$ cat config.mk
export PLATFORM = sky130hd
export DESIGN_NAME = interlock_engine
export DESIGN_NICKNAME = d
export VERILOG_FILES = /design/src/hw/interlock_pkg.sv /design/src/hw/operand_if.sv /design/src/hw/interlock_engine.sv /design/src/hw/operand_decode.sv
export SDC_FILE = /design/constraint.sdc
export NUM_CORES = 2
export LEC_CHECK = 0
export BUFFER_PORTS_ARGS = -buffer_cell sky130_fd_sc_hd__buf_2
export CELL_PAD_IN_SITES_DETAIL_PLACEMENT = 0
export CELL_PAD_IN_SITES_GLOBAL_PLACEMENT = 2
export CORE_MARGIN = 3
export CORE_UTILIZATION = 42
export DETAILED_ROUTE_END_ITERATION = 12
export GPL_TIMING_DRIVEN = 0
export PLACE_DENSITY_LB_ADDON = 0.08
export SLEW_MARGIN = 5
export SYNTH_ARGS = -nofsm -noshare
export SYNTH_HDL_FRONTEND = slang
export SYNTH_SLANG_ARGS = --single-unit
$ cat constraint.sdc
create_clock -name clk_sys -period 60.1 [get_ports clk_sys]
set_input_delay 12.02 -clock clk_sys [delete_from_list [all_inputs] [get_ports clk_sys]]
set_output_delay 12.02 -clock clk_sys [all_outputs]
set_load 0.1 [all_outputs]
$ cat src/hw/interlock_pkg.sv
// shared constants and types for the switchgear interlock logic engine
package interlock_pkg;
  // ==========================================================
  // sizes
  localparam int NUM_CHANNELS = 7;
  localparam int NUM_GEN = 10;
  localparam int NUM_TEMPS = 20;
  localparam int NUM_OBJECTS = 6;
  localparam int NUM_OUTS = 12;
  localparam int NUM_IND = 16;
  localparam int PROG_LINES = 101;
  localparam logic [2:0] MAX_OBJECTS = 3'h7;
  localparam logic [2:0] MAX_BREAKERS = 3'h2;
  // ==========================================================
  // indicator code numbers (101..116) and program line numbers (200..300)
  localparam logic [6:0] IND_FIRST = 7'h65;
  localparam logic [6:0] IND_LAST = 7'h74;
  localparam logic [8:0] LINE_FIRST = 9'h0c8;
  localparam logic [8:0] LINE_LAST = 9'h12c;
  localparam logic [6:0] LAST_IDX = 7'h64;
  // ==========================================================
  // operand codes
  localparam logic [7:0] CH_FIRST = 8'h01;     // 1
  localparam logic [7:0] CH_LAST = 8'h07;      // 7
  localparam logic [7:0] UNDEF_FIRST = 8'h65;  // 101
  localparam logic [7:0] UNDEF_LAST = 8'h6b;   // 107
  localparam logic [7:0] OPEN_FIRST = 8'hc9;   // 201
  localparam logic [7:0] OPEN_LAST = 8'hcf;    // 207
  localparam logic [7:0] GEN_FIRST = 8'h08;    // 8
  localparam logic [7:0] GEN_LAST = 8'h11;     // 17
  localparam logic [7:0] OUT_FIRST = 8'h14;    // 20
  localparam logic [7:0] OUT_LAST = 8'h1f;     // 31
  localparam logic [7:0] CONST_ZERO = 8'h3c;   // 60
  localparam logic [7:0] CONST_ONE = 8'h3d;    // 61
  localparam logic [7:0] KEY_REG = 8'h3e;      // 62
  localparam logic [7:0] TEMP_FIRST = 8'h46;   // 70
  localparam logic [7:0] TEMP_LAST = 8'h59;    // 89
  localparam logic [4:0] OUT_NONE = 5'h00;
  localparam logic [4:0] OUT_CODE_FIRST = 5'h14;
  localparam logic [4:0] OUT_CODE_LAST = 5'h1f;
  // ==========================================================
  // timing: one evaluation pass every 20 ms at 50 MHz
  localparam int EVAL_PERIOD_MS = 20;
  localparam int CLK_PERIOD_NS = 20;
  localparam int EVAL_CYCLES = EVAL_PERIOD_MS * 1000000 / CLK_PERIOD_NS;
  // ==========================================================
  // program operations
  typedef enum logic [2:0] {
    fetch_op = 3'h0,
    fetch_inverted_op = 3'h1,
    conjunction_op = 3'h2,
    conjunction_negated_op = 3'h3,
    disjunction_op = 3'h4,
    disjunction_negated_op = 3'h5,
    store_op = 3'h6,
    end_op = 3'h7
  } op_e;
  typedef struct packed {
    op_e op;
    logic [7:0] operand;
  } prog_line_s;
  // one indicator configuration entry
  typedef struct packed {
    logic in_use;
    logic [2:0] channel;
    logic [4:0] out_code;
    logic is_breaker;
  } ind_cfg_s;
  // engine states, gray along idle -> run; idle -> check flips both bits
  typedef enum logic [1:0] {
    eng_idle = 2'h0,
    eng_run = 2'h1,
    eng_check = 2'h3
  } eng_state_e;
endpackage

$ cat src/hw/operand_if.sv
// operand lookup channel between the engine and its decoder
`timescale 1ns/1ns
interface operand_if;
  import interlock_pkg::*;
  logic [7:0] operand;
  logic [NUM_CHANNELS-1:0] closed;
  logic [NUM_CHANNELS-1:0] opened;
  logic [NUM_GEN-1:0] gen;
  logic key_remote;
  logic [NUM_TEMPS-1:0] temps;
  logic value;
  logic legal_read;
  logic legal_write;
  modport engine (output operand, closed, opened, gen, key_remote, temps,
    input value, legal_read, legal_write);
  modport decoder (input operand, closed, opened, gen, key_remote, temps,
    output value, legal_read, legal_write);
endinterface
$ cat src/hw/interlock_engine.sv
// object configuration checker and cyclic interlock program engine
// ==========================================================
`timescale 1ns/1ns
module interlock_engine #(
  parameter int EVAL_CYCLES_P = interlock_pkg::EVAL_CYCLES
) (
  // clock and reset
  input wire logic clk_sys,
  input wire logic rst,
  // object status and general input pins
  input wire logic [interlock_pkg::NUM_CHANNELS-1:0] status_open_pin,
  input wire logic [interlock_pkg::NUM_CHANNELS-1:0] status_closed_pin,
  input wire logic [interlock_pkg::NUM_GEN-1:0] gen_in_pin,
  input wire logic lr_key_pin,
  input wire logic test_bypass_switch,
  // merged open and close commands from buttons, bus and inputs
  input wire logic [interlock_pkg::NUM_OBJECTS-1:0] cmd_open_pin,
  input wire logic [interlock_pkg::NUM_OBJECTS-1:0] cmd_close_pin,
  // gated drives to the switchgear
  output logic [interlock_pkg::NUM_OBJECTS-1:0] disconnect_drive_outputs,
  output logic [interlock_pkg::NUM_OBJECTS-1:0] connect_drive_outputs,
  output logic lock_active_lamp,
  // settings
  input wire logic interlock_use_param,
  input wire logic config_style_param,
  input wire logic mode_wr_en,
  input wire logic mode_wr_val,
  output logic mode_select_param,
  output logic mode_wr_err,
  output logic syntax_err,
  output logic [interlock_pkg::NUM_OUTS-1:0] cmd_enables,
  // program line writes
  input wire logic prog_wr_en,
  input wire logic [8:0] prog_wr_line,
  input wire interlock_pkg::prog_line_s prog_wr_data,
  output logic prog_wr_ok,
  output logic prog_wr_err,
  // indicator configuration writes and reads
  input wire logic cfg_wr_en,
  input wire logic [6:0] cfg_wr_index,
  input wire interlock_pkg::ind_cfg_s cfg_wr_data,
  output logic cfg_wr_ok,
  output logic cfg_wr_err,
  input wire logic [6:0] cfg_rd_index,
  output interlock_pkg::ind_cfg_s cfg_rd_data
);
  import interlock_pkg::*;
  localparam int SYNC_W = 2 * NUM_CHANNELS + NUM_GEN + 2 + 2 * NUM_OBJECTS;
  localparam logic [19:0] EVAL_LAST = 20'(EVAL_CYCLES_P - 1);
  function automatic logic ind_in_range(input logic [6:0] code);
    ind_in_range = (code >= IND_FIRST) && (code <= IND_LAST);
  endfunction
  // ==========================================================
  // pin synchronisers: two flops before any logic looks at them
  logic [SYNC_W-1:0] sync1_reg, sync2_reg;
  always_ff @(posedge clk_sys or posedge rst) begin
    if (rst) begin
      sync1_reg <= '0;
      sync2_reg <= '0;
    end else begin
      sync1_reg <= {status_open_pin, status_closed_pin, gen_in_pin, lr_key_pin,
        test_bypass_switch, cmd_open_pin, cmd_close_pin};
      sync2_reg <= sync1_reg;
    end
  end
  logic [NUM_CHANNELS-1:0] st_open, st_closed;
  logic [NUM_GEN-1:0] gen_s;
  logic key_s, bypass_s;
  logic [NUM_OBJECTS-1:0] cmd_open_s, cmd_close_s;
  assign {st_open, st_closed, gen_s, key_s, bypass_s, cmd_open_s, cmd_close_s} = sync2_reg;
  // ==========================================================
  // program store, reset to all end lines
  prog_line_s prog_reg [PROG_LINES], prog_next [PROG_LINES];
  logic prog_ok_next, prog_err_next, prog_ok_reg, prog_err_reg, mode_reg, mode_next;
  eng_state_e state_reg, state_next;
  wire logic [6:0] wr_idx = 7'(prog_wr_line - LINE_FIRST);
  // edits only while in setting mode and not being checked
  always_comb begin
    prog_next = prog_reg;
    prog_ok_next = 1'b0;
    prog_err_next = 1'b0;
    if (prog_wr_en && (mode_reg || state_reg == eng_check ||
        prog_wr_line < LINE_FIRST || prog_wr_line > LINE_LAST)) begin
      prog_err_next = 1'b1;
    end else if (prog_wr_en) begin
      prog_next[wr_idx] = prog_wr_data;
      prog_ok_next = 1'b1;
    end
  end
  always_ff @(posedge clk_sys or posedge rst) begin
    if (rst) begin
      for (int i = 0; i < PROG_LINES; i++) begin
        prog_reg[i] <= '{op: end_op, operand: 8'h00};
      end
      prog_ok_reg <= 1'b0;
      prog_err_reg <= 1'b0;
    end else begin
      prog_reg <= prog_next;
      prog_ok_reg <= prog_ok_next;
      prog_err_reg <= prog_err_next;
    end
  end
  // ==========================================================
  // operand decode
  operand_if lk ();
  logic [NUM_TEMPS-1:0] temps_reg, temps_next;
  logic [6:0] ptr_reg, ptr_next;
  wire prog_line_s cur = prog_reg[ptr_reg];
  assign {lk.operand, lk.closed, lk.opened, lk.gen, lk.key_remote, lk.temps} =
    {cur.operand, st_closed, st_open, gen_s, key_s, temps_reg};
  operand_decode u_dec (.lk(lk));
  // ==========================================================
  // evaluation engine, syntax checker and mode control
  logic [19:0] tick_reg, tick_next;
  logic [NUM_OUTS-1:0] work_reg, work_next, en_reg, en_next;
  logic acc_reg, acc_next, mode_err_next, mode_err_reg, syn_err_next, syn_err_reg;
  logic [7:0] tgt;
  always_comb begin
    state_next = state_reg;
    ptr_next = ptr_reg;
    acc_next = acc_reg;
    temps_next = temps_reg;
    work_next = work_reg;
    en_next = en_reg;
    mode_next = mode_reg;
    mode_err_next = 1'b0;
    syn_err_next = 1'b0;
    tgt = 8'h00;
    tick_next = (tick_reg == EVAL_LAST) ? 20'h00000 : tick_reg + 20'h00001;
    case (state_reg)
      eng_idle: begin
        if (mode_reg && tick_reg == EVAL_LAST) begin
          work_next = '0;
          ptr_next = 7'h00;
          state_next = eng_run;
        end
      end
      eng_run: begin
        ptr_next = ptr_reg + 7'h01;
        case (cur.op)
          fetch_op: acc_next = lk.value;
          fetch_inverted_op: acc_next = ~lk.value;
          conjunction_op: acc_next = acc_reg & lk.value;
          conjunction_negated_op: acc_next = acc_reg & ~lk.value;
          disjunction_op: acc_next = acc_reg | lk.value;
          disjunction_negated_op: acc_next = acc_reg | ~lk.value;
          store_op: begin // accumulator stays as is after a store
            if (cur.operand >= OUT_FIRST && cur.operand <= OUT_LAST) begin
              tgt = cur.operand - OUT_FIRST;
              work_next[tgt[3:0]] = acc_reg;
            end else if (cur.operand >= TEMP_FIRST && cur.operand <= TEMP_LAST) begin
              tgt = cur.operand - TEMP_FIRST;
              temps_next[tgt[4:0]] = acc_reg;
            end
          end
          default: begin
            en_next = work_reg; // publish at end of pass
            state_next = eng_idle;
          end
        endcase
        if (ptr_reg == LAST_IDX && cur.op != end_op) begin // off the last line: an end
          en_next = work_next;
          state_next = eng_idle;
        end
      end
      eng_check: begin
        ptr_next = ptr_reg + 7'h01;
        if ((ptr_reg == 7'h00 && cur.op != fetch_op && cur.op != fetch_inverted_op) ||
            (cur.op == store_op && !lk.legal_write) ||
            (cur.op != store_op && cur.op != end_op && !lk.legal_read) ||
            (ptr_reg == LAST_IDX && cur.op != end_op)) begin
          syn_err_next = 1'b1; // stay in setting mode
          state_next = eng_idle;
        end else if (cur.op == end_op) begin
          mode_next = 1'b1;
          state_next = eng_idle;
        end
      end
      default: state_next = eng_idle;
    endcase
    if (mode_wr_en && state_reg != eng_check) begin // mode requests
      if (!mode_wr_val) begin
        mode_next = 1'b0;
        state_next = eng_idle;
        en_next = '0;
      end else if (!interlock_use_param) begin
        mode_err_next = 1'b1;
      end else if (!mode_reg) begin
        ptr_next = 7'h00;
        state_next = eng_check;
      end
    end
    if (!interlock_use_param) begin // interlocks off: back to setting mode
      mode_next = 1'b0;
      state_next = eng_idle;
      en_next = '0;
    end
  end
  always_ff @(posedge clk_sys or posedge rst) begin
    if (rst) begin
      state_reg <= eng_idle;
      ptr_reg <= 7'h00;
      acc_reg <= 1'b0;
      temps_reg <= '0;
      work_reg <= '0;
      en_reg <= '0;
      mode_reg <= 1'b0;
      tick_reg <= 20'h00000;
      mode_err_reg <= 1'b0;
      syn_err_reg <= 1'b0;
    end else begin
      state_reg <= state_next;
      ptr_reg <= ptr_next;
      acc_reg <= acc_next;
      temps_reg <= temps_next;
      work_reg <= work_next;
      en_reg <= en_next;
      mode_reg <= mode_next;
      tick_reg <= tick_next;
      mode_err_reg <= mode_err_next;
      syn_err_reg <= syn_err_next;
    end
  end
  // ==========================================================
  // command gating when the command is present; bypass or no interlocks pass all
  logic [NUM_OBJECTS-1:0] open_drv_next, close_drv_next, open_drv_reg, close_drv_reg;
  logic lamp_next, lamp_reg;
  always_comb begin
    for (int i = 0; i < NUM_OBJECTS; i++) begin
      open_drv_next[i] = cmd_open_s[i] & (bypass_s | ~interlock_use_param |
        (mode_reg & en_reg[2*i]));
      close_drv_next[i] = cmd_close_s[i] & (bypass_s | ~interlock_use_param |
        (mode_reg & en_reg[2*i+1]));
    end
    lamp_next = interlock_use_param & ~mode_reg;
  end
  always_ff @(posedge clk_sys or posedge rst) begin
    if (rst) begin
      open_drv_reg <= '0;
      close_drv_reg <= '0;
      lamp_reg <= 1'b0;
    end else begin
      open_drv_reg <= open_drv_next;
      close_drv_reg <= close_drv_next;
      lamp_reg <= lamp_next;
    end
  end
  // ==========================================================
  // indicator configuration table with consistency checks
  ind_cfg_s cfg_reg [NUM_IND], cfg_next [NUM_IND];
  ind_cfg_s rd_next, rd_reg, wr_ent;
  logic cfg_ok_next, cfg_err_next, cfg_ok_reg, cfg_err_reg;
  wire logic [3:0] cw_idx = 4'(cfg_wr_index - IND_FIRST);
  wire logic [3:0] cr_idx = 4'(cfg_rd_index - IND_FIRST);
  always_comb begin
    logic bad;
    logic [2:0] objs, cbs;
    bad = 1'b0;
    objs = 3'h0;
    cbs = 3'h0;
    cfg_next = cfg_reg;
    cfg_ok_next = 1'b0;
    cfg_err_next = 1'b0;
    wr_ent = cfg_wr_data;
    if (wr_ent.out_code == OUT_NONE) wr_ent.is_breaker = 1'b0; // uncontrolled: no type
    if (!wr_ent.in_use) wr_ent = '0;
    for (int i = 0; i < NUM_IND; i++) begin
      if (4'(i) != cw_idx && cfg_reg[i].in_use) begin
        objs = objs + 3'h1;
        if (cfg_reg[i].is_breaker) cbs = cbs + 3'h1;
        if (wr_ent.in_use && cfg_reg[i].channel == wr_ent.channel) bad = 1'b1;
        if (wr_ent.in_use && wr_ent.out_code != OUT_NONE &&
            cfg_reg[i].out_code[4:1] == wr_ent.out_code[4:1]) bad = 1'b1;
      end
    end
    if (wr_ent.in_use) begin
      if (objs >= MAX_OBJECTS) bad = 1'b1;
      if (wr_ent.channel < CH_FIRST[2:0] || wr_ent.channel > CH_LAST[2:0]) bad = 1'b1;
      if (wr_ent.out_code != OUT_NONE && wr_ent.out_code < OUT_CODE_FIRST) bad = 1'b1;
      if (wr_ent.is_breaker && cbs >= MAX_BREAKERS) bad = 1'b1;
    end
    if (cfg_wr_en && (mode_reg || config_style_param || !ind_in_range(cfg_wr_index) || bad)) begin
      cfg_err_next = 1'b1;
    end else if (cfg_wr_en) begin
      cfg_next[cw_idx] = wr_ent;
      cfg_ok_next = 1'b1;
    end
    rd_next = ind_in_range(cfg_rd_index) ? cfg_reg[cr_idx] : '0;
  end
  always_ff @(posedge clk_sys or posedge rst) begin
    if (rst) begin
      for (int i = 0; i < NUM_IND; i++) begin
        cfg_reg[i] <= '0;
      end
      rd_reg <= '0;
      cfg_ok_reg <= 1'b0;
      cfg_err_reg <= 1'b0;
    end else begin
      cfg_reg <= cfg_next;
      rd_reg <= rd_next;
      cfg_ok_reg <= cfg_ok_next;
      cfg_err_reg <= cfg_err_next;
    end
  end
  // ==========================================================
  // outputs, all from flops
  assign {disconnect_drive_outputs, connect_drive_outputs, lock_active_lamp, mode_select_param,
    mode_wr_err, syntax_err, cmd_enables, prog_wr_ok, prog_wr_err, cfg_wr_ok, cfg_wr_err,
    cfg_rd_data} = {open_drv_reg, close_drv_reg, lamp_reg, mode_reg, mode_err_reg, syn_err_reg,
    en_reg, prog_ok_reg, prog_err_reg, cfg_ok_reg, cfg_err_reg, rd_reg};
endmodule // interlock_engine

$ cat src/hw/operand_decode.sv
// combinational decode of program operand codes into a bit value
`timescale 1ns/1ns
module operand_decode (
  // operand lookup
  operand_if.decoder lk
);
  import interlock_pkg::*;

  function automatic logic in_range(input logic [7:0] v, input logic [7:0] lo,
    input logic [7:0] hi);
    in_range = (v >= lo) && (v <= hi);
  endfunction

  // ==========================================================
  // read decode; undefined means both or neither contact closed
  always_comb begin
    logic [7:0] idx;
    idx = 8'h00;
    lk.value = 1'b0;
    lk.legal_read = 1'b1;
    if (in_range(lk.operand, CH_FIRST, CH_LAST)) begin
      idx = lk.operand - CH_FIRST;
      lk.value = lk.closed[idx[2:0]];
    end else if (in_range(lk.operand, UNDEF_FIRST, UNDEF_LAST)) begin
      idx = lk.operand - UNDEF_FIRST;
      lk.value = lk.closed[idx[2:0]] ~^ lk.opened[idx[2:0]];
    end else if (in_range(lk.operand, OPEN_FIRST, OPEN_LAST)) begin
      idx = lk.operand - OPEN_FIRST;
      lk.value = lk.opened[idx[2:0]];
    end else if (in_range(lk.operand, GEN_FIRST, GEN_LAST)) begin
      idx = lk.operand - GEN_FIRST;
      lk.value = lk.gen[idx[3:0]];
    end else if (lk.operand == CONST_ZERO) begin
      lk.value = 1'b0;
    end else if (lk.operand == CONST_ONE) begin
      lk.value = 1'b1;
    end else if (lk.operand == KEY_REG) begin
      lk.value = lk.key_remote;
    end else if (in_range(lk.operand, TEMP_FIRST, TEMP_LAST)) begin
      idx = lk.operand - TEMP_FIRST;
      lk.value = lk.temps[idx[4:0]];
    end else begin
      lk.legal_read = 1'b0;
    end
  end

  // write targets: control outputs and temporaries only
  assign lk.legal_write = in_range(lk.operand, OUT_FIRST, OUT_LAST) ||
    in_range(lk.operand, TEMP_FIRST, TEMP_LAST);
endmodule // operand_decode

Yosys cells after proc, flatten, opt, wreduce, memory -nomap -nowiden

Cells that the tools add are included.

Add/subtract/negate cells: 41
Magnitude comparators: 37
Equality and inequality tests: 66
Multiplexer cells: 195
Bitwise gates (word level): 53
Reductions and logical operators: 103

Operator list:

| kind                    | count |
|---|---|
| $bwmux W1111            | 1 |
| $bwmux W160             | 1 |
| $mux W3                 | 45 |
| $mux W12                | 9 |
| $mux W1                 | 98 |
| $add A3 B1 Y3 const B   | 30 |
| $bmux W11 S7            | 1 |
| $demux W11 S7           | 1 |
| $logic_and A1 B1 Y1     | 73 |
| $eq A4 B4 Y1            | 16 |
| $mux W10                | 5 |
| $eq A3 B3 Y1            | 16 |
| $bmux W10 S4            | 1 |
| $demux W10 S4           | 1 |
| $mux W7                 | 5 |
| $mux W11                | 3 |
| $ne A4 B4 Y1 const A    | 8 |
| $and A1 B1 Y1           | 27 |
| $eq A8 B6 Y1 const B    | 3 |
| $ge A8 B8 Y1 const B    | 3 |
| $pmux W12 S2            | 1 |
| $add A20 B1 Y20 const B | 1 |
| $bwmux W20              | 1 |
| $eq A20 B20 Y1 const B  | 1 |
| 75 further kinds        | 144 |

Flip-flop bits (word level): 1451
Bits of input ports: 90
Output and inout port bits: 42

Logic depth before layout (Yosys ltp)

Depth in word-level cells: 62
Mapped depth: 57

Hierarchy

From an unflattened synthesis, not the netlist that was laid out.

Cells, all modules: 5032
Area total of the unflattened synthesis: 69942.1 µm²

By module, submodules not included:

| module           | times used | cells each | area an instance (µm²) |
|---|---|---|---|
| interlock_engine | 1          | 4934       | 69126.3 |
| operand_decode   | 1          | 98         | 815.8 |

Worst setup path after synthesis

Ideal clock, no wire load.

Path type: input -> register
From: input cfg_wr_index[3]
To: register cfg_reg[0] (netlist bit)
Data arrival time: 22.730 ns
Required time: 59.975 ns
Slack: 37.245 ns
Stages on the path: 57
Path buffers: 3
Path through: buf_2 > nand2b_1 > buf_2 > o211a_1 > ha_1 > mux2i_1 > inv_1 > ha_1 > nand4_1 > o31ai_1 > ha_1 > or2_2 > and2_1 > ha_1 > and3_1 > a31oi_1 > inv_1 > ha_1 > (+21 left out) > ha_1 > nand3_1 > nand2_1 > ha_1 > o22ai_1 > o31ai_1 > ha_1 > nand3_1 > xor2_1 > xnor2_1 > xor2_1 > xnor2_1 > o21ai_0 > a311oi_1 > a41oi_4 > buf_12 > nor3_4 > mux2_4

Longest elaborated chain between the ends: 58

RTL lines:

| what                                                                   | RTL line                | source |
|---|---|---|
| from (decl)                                                            | interlock_engine.sv:40  | `input wire logic [6:0] cfg_wr_index,` |
| parallel branches: the longest is 58 deep, another holds $sub A4 B3 Y4 | n/a                     |  |
| to (signal assigned)                                                   | interlock_engine.sv:299 | `cfg_reg <= cfg_next;` |
| to (decl)                                                              | interlock_engine.sv:250 | `ind_cfg_s cfg_reg [NUM_IND], cfg_next [NUM_IND];` |

Several ways; the timed one is not identified.
A chain may end at the register's enable or synchronous reset.

Worst setup path in the final report

From: input cfg_wr_index[3]
To: register cfg_reg[26] (netlist bit)

The elaborated chain is that of the path after synthesis.

==> out/qor.json <==
{
  "swShare": {"value": 33.10, "unit": "%"},
  "groute.usage.overall": {"value": 29.20, "unit": "%"},
  "fin_util": {"value": 48.11, "unit": "%"},
  "buffer_ports.inserted": {"value": 115},
  "yosys.area.top_type": {"value": "dfrtp_1"},
  "final_max_slew_viol_count": {"value": 0},
  "end_kind": {"value": "register"},
  "critical-path-top-delay-family": {"value": "adder cells"},
  "crit_path_start_kind": {"value": "input pin"},
  "filler_cell_count": {"value": 14977},
  "post-dp-hpwl": {"value": 177700, "unit": "um"},
  "totalNegativeSetupSlack": {"value": 0, "unit": "ps"},
  "cts_sinks": {"value": 1451},
  "power_frac_clock": {"value": 38.9, "unit": "%"},
  "antenna_found_initial": {"value": 17},
  "finalCriticalPeriod": {"value": 23850, "unit": "ps"},
  "floorplan.initialDensity": {"value": 42.40, "unit": "%"},
  "netlist_instances": {"value": 5109},
  "worst_path_max_delay_cell": {"value": "nor3_4"},
  "drtPass1Iterations": {"value": 6},
  "count_of_nets_left_with_antenna_violations_after_detail_routing": {"value": 0},
  "intPower": {"value": 0.001773, "unit": "W"},
  "comb_power_share": {"value": 22.6, "unit": "%"},
  "maximum_number_of_pins_on_one_net_before_global_route_repair": {"value": 124},
  "clkTransAtPathRegs": {"value": 60, "unit": "ps"},
  "post_cts_resize_count": {"value": 0},
  "crit_type": {"value": "in -> reg"},
  "outcome": {"value": "completed"},
  "detail_route.drc_violations": {"value": 0},
  "p_per_area": {"value": 32.86, "unit": "nW/um^2"},
  "overflow": {"value": 0},
  "drive_gt1_share": {"value": 44.18, "unit": "%"},
  "wire_length_of_the_first_global_routing_pass": {"value": 360600, "unit": "um"},
  "synth.distinct_cells": {"value": 93},
  "largest_register_ffs": {"value": 1111},
  "die_area": {"value": 174200, "unit": "sq um"},
  "layout-area-overhead-vs-synth": {"value": 13.45, "unit": "%"},
  "irDropWorstVdd": {"value": 0.00002683, "unit": "V"},
  "postSynth.topFlopCell": {"value": "dfrtp_1"},
  "crit_path_max_fanout": {"value": 10},
  "cts.htree.levels": {"value": 4},
  "post_route_clock_period_utilization": {"value": 39.69, "unit": "%"},
  "cts-root-buf": {"value": "clkbuf_16"},
  "final.setup_skew": {"value": 41.82, "unit": "ps"},
  "synth.net_count": {"value": 5241},
  "die-height": {"value": 417.3, "unit": "um"},
  "placement_rows": {"value": 150},
  "routed_via_density": {"value": 5.900},
  "postCtsSetupRepairBufs": {"value": 0},
  "final_cell_area": {"value": 80620, "unit": "sq um"},
  "synth.top_cells.by_area": {"value": "dfrtp_1, mux2_2, dfstp_2"},
  "chipWidth": {"value": 417.3, "unit": "um"},
  "async_reset_ff_share": {"value": 100.0, "unit": "%"},
  "worst-path-buf-inv": {"value": 7},
  "maxSlewHeadroom": {"value": 2.424, "unit": "%"},
  "timing.critical_path.slowest_cell_delay": {"value": 670, "unit": "ps"},
  "first_iter_violations": {"value": 3972},
  "path_common_cell": {"value": "ha_1"},
  "final_common_cell": {"value": "mux2_2"},
  "synth_area_per_cell": {"value": 13.91, "unit": "sq um"},
  "postRouteWirelength": {"value": 254300, "unit": "um"},
  "synth_area": {"value": 71060, "unit": "sq um"},
  "detailed_route_via_count": {"value": 45870},
  "timing.final.hold_violations": {"value": 0},
  "power": {"value": 0.002649, "unit": "W"},
  "synth-warning-count": {"value": 0},
  "cts_hold_repair.buffers": {"value": 0},
  "synthDominantCellAreaShare": {"value": 40.42, "unit": "%"},
  "vias_in_the_first_global_route": {"value": 46566},
  "place_congestion": {"value": 0.8959},
  "max_slew.worst_pin.slew": {"value": 1464, "unit": "ps"},
  "yosys_register_bits": {"value": 1451},
  "rsz_0062_raised_after_global_routing": {"value": "no"},
  "tritoncts": {"value": "done"},
  "avgRoutedWirePerCell": {"value": 32.71, "unit": "um"},
  "core_area": {"value": 167600, "unit": "sq um"},
  "i_o_pin_count": {"value": 132},
  "cts_buffer_depth": {"value": 3},
  "synth-edff-count": {"value": 0},
  "cp.required": {"value": 60780, "unit": "ps"},
  "p_leak": {"value": 36.36, "unit": "nW"},
  "whs": {"value": 343.8, "unit": "ps"},
  "max_freq": {"value": 0.04193, "unit": "GHz"},
  "drv_cap": {"value": 0},
  "clkLatencyLatePin": {"value": 830, "unit": "ps"},
  "cts-buffers-inserted": {"value": 165},
  "switching_component_of_the_power": {"value": 0.0008769, "unit": "W"},
  "design.final.nets": {"value": 5551},
  "worst_ep_arrival_time": {"value": 24530, "unit": "ps"},
  "setup_viol": {"value": 0},
  "synth_sequential_area_ratio": {"value": 51.63, "unit": "%"},
  "final_cell_mix": {"value": "mux2_2, dfrtp_1, mux4_2, clkbuf_1, dfstp_2"},
  "power.share.sequential": {"value": 38.5, "unit": "%"},
  "instance_area_after_placement": {"value": 75080, "unit": "sq um"},
  "min-delay-path-class": {"value": "reg -> reg"}
}
-- path summary, 6_finish.rpt --
path | slack [ps] | to | startpoint | cells past startpoint
hold reg to reg | 340 | sync2_reg[10] | sync1_reg[10] | 0
setup reg to reg | 47930 | cfg_reg[26] | cfg_reg[159] | 54
hold / removal | 340 | sync2_reg[10] | sync1_reg[10] | 0
min in group asynchronous | 11380 | cfg_reg[84] | rst | 2
setup / recovery | 36250 | cfg_reg[26] | cfg_wr_index[3] | 58
max in group asynchronous | 46230 | prog_reg[846] | rst | 6
-- through the flow --
stage / std cells / setup WS, ps
3_5_place_dp: 7456 / 35480
5_1_grt: 7765 / 35290
2_1_floorplan: 5109 / 7658
6_report: 7775 / 36250
4_1_cts: 7765 / 36310
3_3_place_gp: 7428 / -10040
-- metal layers --
layer  wire length (um)  vias to the layer above  GRT usage (%)  share of wire, %
met5                  0                        -              0                 0
met4              11330                        0          11.77               4.5
met3              13910                      384          5.024               5.5
met2             118900                     1304          46.47                47
met1             110100                    24698          39.83                43
li1                   -                    19484              -                 -
-- cell families (layout without fill, tap and decap cells) --
kind of cell,Yosys count,count (layout),share of synthesized area (%)
buffers and inverters,490,942,2.736
XOR/XNOR,145,145,1.826
other,0,10,0
adder cells (fa/ha/maj),42,42,0.7395
multiplexers,1731,1731,33.17
AND/OR/NAND/NOR,810,810,5.689
AO/OA/AOI/OAI,440,440,4.217
flip-flops,1451,1451,51.63
-- final cells by class --
| cell class | instances | area, sq um | area share [%] |
|---|---|---|---|
| Clock inverter | 49 | 598.1 | 0.7418 |
| Buffer | 432 | 1775 | 2.202 |
| Multi-Input combinational cell | 3168 | 32480 | 40.29 |
| Antenna cell | 10 | 25.02 | 0.03104 |
| Timing Repair Buffer | 143 | 1154 | 1.431 |
| Sequential cell | 1451 | 36690 | 45.51 |
| Tap cell | 2204 | 2758 | 3.420 |
| Inverter | 58 | 225.2 | 0.2793 |
| Clock buffer | 260 | 4918 | 6.101 |
-- worst reg2reg max path, delay by kind of cell (launching register included) --
kind | cells | cell delay (ps)
muxes | 5 | 1430
AOI/OAI and AO/OA | 10 | 2250
DFF | 1 | 400
and+or+nand+nor | 17 | 2530
adders and majority gates | 15 | 4330
xor gates and xnor gates | 4 | 650
buffers and inverters | 3 | 480
-- cell usage after synthesis, types with 10 or more instances --
cell,count
nand3_1,93
o21ai_0,109
mux2_4,87
o31ai_1,10
o21a_1,16
buf_2,56
a22oi_1,34
xnor2_1,100
mux2i_1,81
buf_1,70
mux2_2,1173
inv_1,54
ha_1,42
nor4_1,11
a211oi_1,37
dfstp_2,303
nor3_4,14
a21oi_1,65
dfrtp_1,1148
nand4_1,31
a221oi_1,13
a21boi_0,17
nor2b_1,36
clkbuf_1,300
nand2b_1,17
and2_1,24
mux2_1,48
nor3_1,52
o211ai_1,11
nor2_1,168
nand2_1,283
xor2_1,43
mux4_2,342
o22ai_1,18
a31oi_1,19
and3_1,16
or3_1,12
-- power groups by stage --
stage / combinational (W) / sequential [W] / clock, W
detailed placement: 0.000599 / 0.00104 / 0
CTS: 0.000600 / 0.00102 / 0.00105
finish: 0.000599 / 0.00102 / 0.00103
global placement: 0.000591 / 0.00104 / 0
global route: 0.000616 / 0.00102 / 0.00109
floorplan: 0.000304 / 0.00104 / 0
No activity file was read; power rests on OpenSTA's default activity.
